[src/hdl/ipnc_pkg.sv]
// package for the interrupt priority nesting controller: offsets, fields, carriers
package ipnc_pkg;
  localparam int unsigned ipnc_src_per_reg = 4;
  localparam int unsigned ipnc_lvl_w = 2;
  // byte offsets on the apb side
  localparam logic [7:0] ipnc_off_ctrl = 8'h00;
  localparam logic [7:0] ipnc_off_stack = 8'h04;
  localparam logic [7:0] ipnc_off_lvl_base = 8'h10;
  localparam logic [7:0] ipnc_off_pins = 8'h08;
  // control register field positions
  localparam int unsigned ipnc_bit_enable = 7;
  localparam int unsigned ipnc_bit_empty = 5;
  localparam int unsigned ipnc_bit_full = 4;
  localparam int unsigned ipnc_bit_pull = 3;
  localparam int unsigned ipnc_mask_lsb = 0;
  // reset values, stack depth and stop3 mask
  localparam logic [1:0] ipnc_mask_rst = 2'h0;
  localparam logic [7:0] ipnc_stack_rst = 8'h00;
  localparam logic [7:0] ipnc_lvl_rst = 8'h00;
  localparam logic [2:0] ipnc_depth = 3'h4;
  localparam logic [1:0] ipnc_stop3_mask = 2'h0;

  typedef struct packed {
    logic [31:0] paddr;
    logic psel;
    logic penable;
    logic pwrite;
    logic [31:0] pwdata;
  } ipnc_apb_req_t;

  typedef struct packed {
    logic [31:0] prdata;
    logic pready;
    logic pslverr;
  } ipnc_apb_rsp_t;
endpackage

[src/hdl/ipnc_ctrl.sv]
// interrupt priority nesting controller with apb register access
////////////////////////////////////////////////////////////////////////////////
// Behaviour
// - stack holds four 2-bit masks; newest in bits 7:6, oldest 1:0
// - each level register holds four sources, source n in bits 2n+1:2n
// - level register count is a parameter: 4, 6, 8, 10 or 12
// - levels are 0 to 3, three highest
// - level registers always readable/writable; gating uses live contents
// - enabled: request passes only when its level is at least the mask
// - in stop3 the comparison uses mask zero
// - disabled: requests pass straight through
// - levels only gate; the cpu arbitrates among passed requests
// - enabled: vector fetch loads mask with the fetched source's level
// - fetch pushes old mask into top entry, others shift down
// - writing one to pull bit restores mask from top entry
// - stack retains at most four saved masks
// - full flag set when last entry filled; recomputed each push/pull
// - empty flag set when no valid entry; recomputed each push/pull
// - mask sits in control bits 1:0 and decides gating except in stop3
// - masking external pin request leaves pin level readable for branches
// - disabled: vector fetches leave the stack unchanged
// - push while full discards the bottom entry
// - pull shifts toward top and zero-fills bits 1:0
// - pull with mask write while enabled: pulled value wins
module ipnc_ctrl #(
  parameter int unsigned NUM_LVL_REGS = 12
) (
  input wire logic pclk,
  input wire logic presetn,
  input wire ipnc_pkg::ipnc_apb_req_t apb_req,
  output ipnc_pkg::ipnc_apb_rsp_t apb_rsp,
  input wire logic [NUM_LVL_REGS*4-1:0] source_request_in,
  input wire logic vector_fetch_strobe,
  input wire logic [5:0] vector_source,
  input wire logic stop3_mode,
  input wire logic ext_pin_in,
  output logic [NUM_LVL_REGS*4-1:0] cpu_request_out,
  output logic ext_pin_level
);
  localparam int unsigned NSRC = NUM_LVL_REGS * ipnc_pkg::ipnc_src_per_reg;

  initial begin
    if (!(NUM_LVL_REGS inside {4, 6, 8, 10, 12})) begin
      $error("level register count must be 4, 6, 8, 10 or 12");
    end
  end

  typedef struct packed {
    logic prio_gate_on;
    logic [1:0] current_mask;
    logic [7:0] mask_history_stack;
    logic [2:0] depth;
    logic [NUM_LVL_REGS*8-1:0] priority_levels;
    logic [NSRC-1:0] cpu_request_out;
    logic [31:0] prdata;
    logic pready;
    logic pslverr;
    logic pin_meta;
    logic pin_sync;
  } ipnc_state_t;

  ipnc_state_t st;
  ipnc_state_t next_st;

  ////////////////////////////////////////////////////////////////////////////////
  // decode
  logic setup;
  logic wr_en;
  logic rd_en;
  logic hit_ctrl;
  logic hit_stack;
  logic hit_pins;
  logic hit_lvl;
  logic [31:0] lvl_idx;
  logic [1:0] eff_mask;
  logic [1:0] fetch_level;
  logic do_push;
  logic do_pull;

  // answer in the first access cycle; a write lands on the edge that samples pready
  assign setup = apb_req.psel && !apb_req.penable;
  assign wr_en = apb_req.psel && apb_req.penable && apb_req.pwrite && st.pready;
  assign rd_en = setup && !apb_req.pwrite;
  assign hit_ctrl = apb_req.paddr[7:0] == ipnc_pkg::ipnc_off_ctrl;
  assign hit_stack = apb_req.paddr[7:0] == ipnc_pkg::ipnc_off_stack;
  assign hit_pins = apb_req.paddr[7:0] == ipnc_pkg::ipnc_off_pins;
  assign lvl_idx = 32'(apb_req.paddr[7:2]) - 32'(ipnc_pkg::ipnc_off_lvl_base[7:2]);
  assign hit_lvl = apb_req.paddr[7:0] >= ipnc_pkg::ipnc_off_lvl_base &&
                   lvl_idx < NUM_LVL_REGS && apb_req.paddr[1:0] == 2'h0 &&
                   apb_req.paddr[31:8] == 24'h0;
  // stop3 bypass does not touch the stored mask
  assign eff_mask = stop3_mode ? ipnc_pkg::ipnc_stop3_mask : st.current_mask;
  assign fetch_level = (32'(vector_source) < NSRC) ?
                       st.priority_levels[vector_source*2 +: 2] : 2'h0;
  assign do_push = vector_fetch_strobe && st.prio_gate_on;
  assign do_pull = wr_en && hit_ctrl && apb_req.pwrite &&
                   apb_req.pwdata[ipnc_pkg::ipnc_bit_pull];

  always_comb begin
    next_st = st;
    next_st.pready = 1'b0;
    next_st.pslverr = 1'b0;
    next_st.pin_meta = ext_pin_in;
    next_st.pin_sync = st.pin_meta;
    // gating: live level contents, no reordering
    for (int i = 0; i < NSRC; i++) begin
      if (st.prio_gate_on) begin
        next_st.cpu_request_out[i] = source_request_in[i] &&
          (st.priority_levels[i*2 +: 2] >= eff_mask);
      end else begin
        next_st.cpu_request_out[i] = source_request_in[i];
      end
    end
    // register writes
    if (wr_en && hit_ctrl) begin
      next_st.prio_gate_on = apb_req.pwdata[ipnc_pkg::ipnc_bit_enable];
      next_st.current_mask = apb_req.pwdata[ipnc_pkg::ipnc_mask_lsb +: 2];
    end
    if (wr_en && hit_lvl) begin
      next_st.priority_levels[lvl_idx*8 +: 8] = apb_req.pwdata[7:0];
    end
    // pull wins over written mask; a fetch in the same cycle wins over both
    if (do_pull) begin
      next_st.current_mask = st.mask_history_stack[7:6];
      next_st.mask_history_stack = {st.mask_history_stack[5:0], 2'h0};
      next_st.depth = (st.depth == 3'h0) ? 3'h0 : st.depth - 3'h1;
    end
    if (do_push) begin
      next_st.current_mask = fetch_level;
      // bottom entry falls out when full
      next_st.mask_history_stack = {st.current_mask,
                                    st.mask_history_stack[7:2]};
      next_st.depth = (st.depth == ipnc_pkg::ipnc_depth) ? st.depth :
                      st.depth + 3'h1;
    end
    if (setup && apb_req.pwrite) begin
      next_st.pready = 1'b1;
      next_st.pslverr = !(hit_ctrl || hit_lvl || hit_stack || hit_pins);
    end
    if (rd_en) begin
      next_st.prdata = 32'h0;
      if (hit_ctrl) begin
        next_st.prdata[ipnc_pkg::ipnc_bit_enable] = st.prio_gate_on;
        next_st.prdata[ipnc_pkg::ipnc_bit_empty] = st.depth == 3'h0;
        next_st.prdata[ipnc_pkg::ipnc_bit_full] = st.depth == ipnc_pkg::ipnc_depth;
        next_st.prdata[1:0] = st.current_mask;
      end else if (hit_stack) begin
        next_st.prdata[7:0] = st.mask_history_stack;
      end else if (hit_pins) begin
        next_st.prdata[0] = st.pin_sync;
      end else if (hit_lvl) begin
        next_st.prdata[7:0] = st.priority_levels[lvl_idx*8 +: 8];
      end
      next_st.pslverr = !(hit_ctrl || hit_lvl || hit_stack || hit_pins);
      next_st.pready = 1'b1;
    end
  end

  always_ff @(posedge pclk or negedge presetn) begin
    if (!presetn) begin
      st <= '0;
      st.prio_gate_on <= 1'b0;
      st.current_mask <= ipnc_pkg::ipnc_mask_rst;
      st.mask_history_stack <= ipnc_pkg::ipnc_stack_rst;
      st.depth <= 3'h0;
      st.priority_levels <= {NUM_LVL_REGS{ipnc_pkg::ipnc_lvl_rst}};
      st.cpu_request_out <= '0;
      st.prdata <= 32'h0;
      st.pready <= 1'b0;
      st.pslverr <= 1'b0;
      st.pin_meta <= 1'b0;
      st.pin_sync <= 1'b0;
    end else begin
      st <= next_st;
    end
  end

  ////////////////////////////////////////////////////////////////////////////////
  // outputs
  assign apb_rsp.prdata = st.prdata;
  assign apb_rsp.pready = st.pready;
  assign apb_rsp.pslverr = st.pslverr;
  assign cpu_request_out = st.cpu_request_out;
  assign ext_pin_level = st.pin_sync;
endmodule // ipnc_ctrl

[config.mk]
export PLATFORM = sky130hd
export DESIGN_NAME = ipnc_ctrl
export DESIGN_NICKNAME = d
export VERILOG_FILES = /design/src/hdl/ipnc_pkg.sv /design/src/hdl/ipnc_ctrl.sv
export SDC_FILE = /design/constraint.sdc
export NUM_CORES = 1
export LEC_CHECK = 0
export BUFFER_PORTS_ARGS = -buffer_cell sky130_fd_sc_hd__clkbuf_2
export CORE_ASPECT_RATIO = 0.7
export CORE_MARGIN = 4
export CORE_UTILIZATION = 30
export DETAILED_ROUTE_END_ITERATION = 12
export HOLD_SLACK_MARGIN = 0.1
export PLACE_DENSITY_LB_ADDON = 0.25
export SETUP_SLACK_MARGIN = 0.1
export SLEW_MARGIN = 5
export SYNTH_ARGS = -nofsm -noshare
export SYNTH_HDL_FRONTEND = slang
export SYNTH_SLANG_ARGS = --single-unit
[constraint.sdc]
create_clock -name pclk -period 5.8 [get_ports pclk]
set_input_delay 0.58 -clock pclk [delete_from_list [all_inputs] [get_ports pclk]]
set_output_delay 0.58 -clock pclk [all_outputs]
set_load 0.05 [all_outputs]
==> reports/metrics.cfg <==
[floorplanning]
coreArea_sq_um=38800
start_util_pct=30.7
ios=209
die_w_microns=246
rows=60
dieArea_sq_um=43000
die_h_microns=175

[routing]
routed_wl_mm=38.8
viasPerCell=5.05
drc=0
drt_iter0_drc=832
vias=9159
wl_per_cell_microns=21.4
dr.pass1.iters=5
postRouteAntennaNets=0

[flow_run]
drv_cap=0

[setup_path]
end_kind=flop
required_ns=6.15
crit_fanout=15
ff2ff_path_depth=4
reg2reg_from=apb_rsp[1]$_DFF_PN0_
worstSetupPathType=in -> reg
worstSetupStartpointType=input port
r2r_slack_ns=3.05
r2r-end=st[125]$_DFFE_PN0P_
arrival_ns=4.93

[global_routing]
grt-busiest-layer=met1
grt_usage_pct=18.1
grt_overflow=0
use_met2_pct=26.1
met3_usage_pct=4.82
grt_max_degree=63
grt_pass1_vias=9146
antenna_found_initial=3
met1_usage_pct=27.4
grt_pass1_wl_mm=58.5

[sta]
timing.final.crit_period_ns=4.58
worst_pin_slew_ns=1.14
whs_ns=0.109
setup-violations-final=0
fin_skew_ns=0.0130
final.setup.tns_ns=0
period_share_pct=79.0
report.final.slew_viol_count=0
fmax_mhz=218
grt_setup_unrepaired=false
max-slew-margin-rel_pct=23.7
finalHoldViolCount=0

[cts]
cts.sinks=170
cts_resized=0
clockBufferDepth=2
clk_pin_slew_worst_paths_ns=0.08
holdBufCountCts=0
cts_made_buffers=17
cts-root-buf=clkbuf_16
cts_tree=yes
cts_setup_buffers=0
cts_max_level=4
worstSkewPairLatency_ns=0.46

[placement]
dp.final_hpwl_mm=29.7
place_congestion=0.936
numPortBuffers=160
post_dp_cell_area_sq_um=12800
dp.cells=1782

[synthesis]
syn_area_sq_um=11900
ys_async_sr_fraction_pct=100
synthTopCellsByCount=209 x inv_1, 170 x dfrtp_1, 114 x ha_1
synth_edf_count=0
synth-seq-area-share_pct=35.7
yosys-top-cells-area=dfrtp_1 36%, ha_1 12%, mux2_2 8.1%
synth_flop_cell=dfrtp_1
ys_ff_latch=170
yosys.cell_types.count=65
ys_warn_count=0
synth_cells=1181
syn_avg_cell_area_sq_um=10.1
synth_most_common_cell=inv_1
yosysTopAreaCellShare_pct=35.7
yosysTopAreaCell=dfrtp_1

[layout]
fin_area_sq_um=13400
num_antenna_cells=0
nNetsFinal=1514
drive_gt1_share_pct=27.6
area_growth_pct=12.6
fin_cells=1814

[power_and_ir_drop]
switching_share_pct=32.6
power.share.clock_pct=41.8
irDropWorstVdd_uv=196
power_uw=2890
p_int_uw=1940
cellPowerDensity_nw_per_um2=215
switchingPower_uw=941
power_frac_seq_pct=42.3
pwr-share-comb_pct=15.9
leakage_uw=0.00647

[min_path]
hp-class=in -> async

[run_status]
outcome=complete, no violations

power groups by stage:
stage                     logic, uW  clock network (uW)  registers (uW)
after global placement          456                   0            1250
final                           458                1210            1220
after global routing            498                1280            1220
after detailed placement        459                   0            1250
after floorplan                 335                   0            1240
after CTS                       461                1230            1220
flip-flops by register name, indices dropped and copies added (netlist names):
name / flops
apb_rsp: 10
st: 110
ext_pin_level: 1
next_st: 1
cpu_request_out: 48
worst max-delay path, cell delays in order:
cell,delay [ns]
clkbuf_2,0.23
inv_2,0.33
ha_1,0.34
nor3b_1,0.42
inv_1,0.30
ha_1,0.38
nor4b_1,0.30
nand4_1,0.33
nor4_2,0.65
nand4_1,0.57
mux2_2,0.47
worst max-delay path by stage:
| stage | from | endpoint | cells after the start |
|---|---|---|---|
| floorplan | apb_req[37] | st[149]$_DFFE_PN0P_ | 11 |
| global placement | apb_req[39] | st[144]$_DFFE_PN0P_ | 11 |
| detailed placement | apb_req[39] | st[144]$_DFFE_PN0P_ | 11 |
| CTS | apb_req[39] | st[144]$_DFFE_PN0P_ | 11 |
| global route | apb_req[39] | st[144]$_DFFE_PN0P_ | 11 |
| finish | apb_req[39] | st[144]$_DFFE_PN0P_ | 11 |
layer usage:
layer	wire, microns	part of all wire (%)
met2	16300	42
met5	50	0.13
met1	19200	50
met3	2880	7.4
met4	347	0.89
per-stage QoR:
step           worst slack, ns  utilization [%]
6_report                  1.22             34.6
5_1_grt                  0.862             34.6
4_1_cts                   1.30             34.6
3_5_place_dp             0.848             33.0
3_3_place_gp             0.937             33.0
2_1_floorplan             1.85                -
cells by family (layout without fill, tap and decap cells):
group / count (synthesis) / count (layout) / synth area share, %
flip-flops: 170 / 170 / 35.7
multiplexers: 161 / 161 / 18.4
other: 1 / 24 / 0.0315
AND/OR/NAND/NOR: 205 / 205 / 10.1
XOR/XNOR: 3 / 3 / 0.221
buffers and inverters: 332 / 415 / 13.1
AO/OA/AOI/OAI: 195 / 195 / 10.5
adder cells (fa/ha/maj): 114 / 114 / 12.0
layout make-up:
class / instances / area [sq um]
clock buffers: 17 / 425
clock inverters: 15 / 178
inverters: 211 / 792
flip-flops and latches: 170 / 4260
fillers: 4030 / 25400
well taps: 527 / 659
repair buffers: 172 / 897
multi-input cells: 702 / 6200
placed cells by master (no fill, tap or decap), types with 3 or more instances in the layout:
cell type | Yosys | routed
a2111oi_0 | 9 | 9
a211oi_1 | 13 | 13
a21oi_1 | 12 | 12
a22oi_1 | 4 | 4
a31oi_1 | 49 | 49
and2_1 | 3 | 3
and3_1 | 12 | 12
buf_4 | 83 | 12
clkbuf_16 | 0 | 17
clkbuf_2 | 0 | 159
clkinv_8 | 0 | 3
conb_1 | 1 | 24
dfrtp_1 | 170 | 169
ha_1 | 114 | 114
inv_1 | 209 | 209
inv_6 | 0 | 4
inv_8 | 0 | 3
mux2_2 | 86 | 86
mux2i_1 | 37 | 37
mux4_2 | 38 | 38
nand2_1 | 43 | 43
nand2b_1 | 9 | 8
nand3_1 | 16 | 16
nand4_1 | 8 | 8
nand4_2 | 6 | 6
nand4b_2 | 3 | 3
nor2_1 | 22 | 22
nor2b_1 | 19 | 18
nor3_1 | 26 | 26
nor3b_1 | 3 | 3
nor4_1 | 13 | 13
nor4_2 | 3 | 3
o21ai_0 | 82 | 82
o41ai_1 | 4 | 3
or3_1 | 7 | 7
Power figures use the tool's default switching activity.
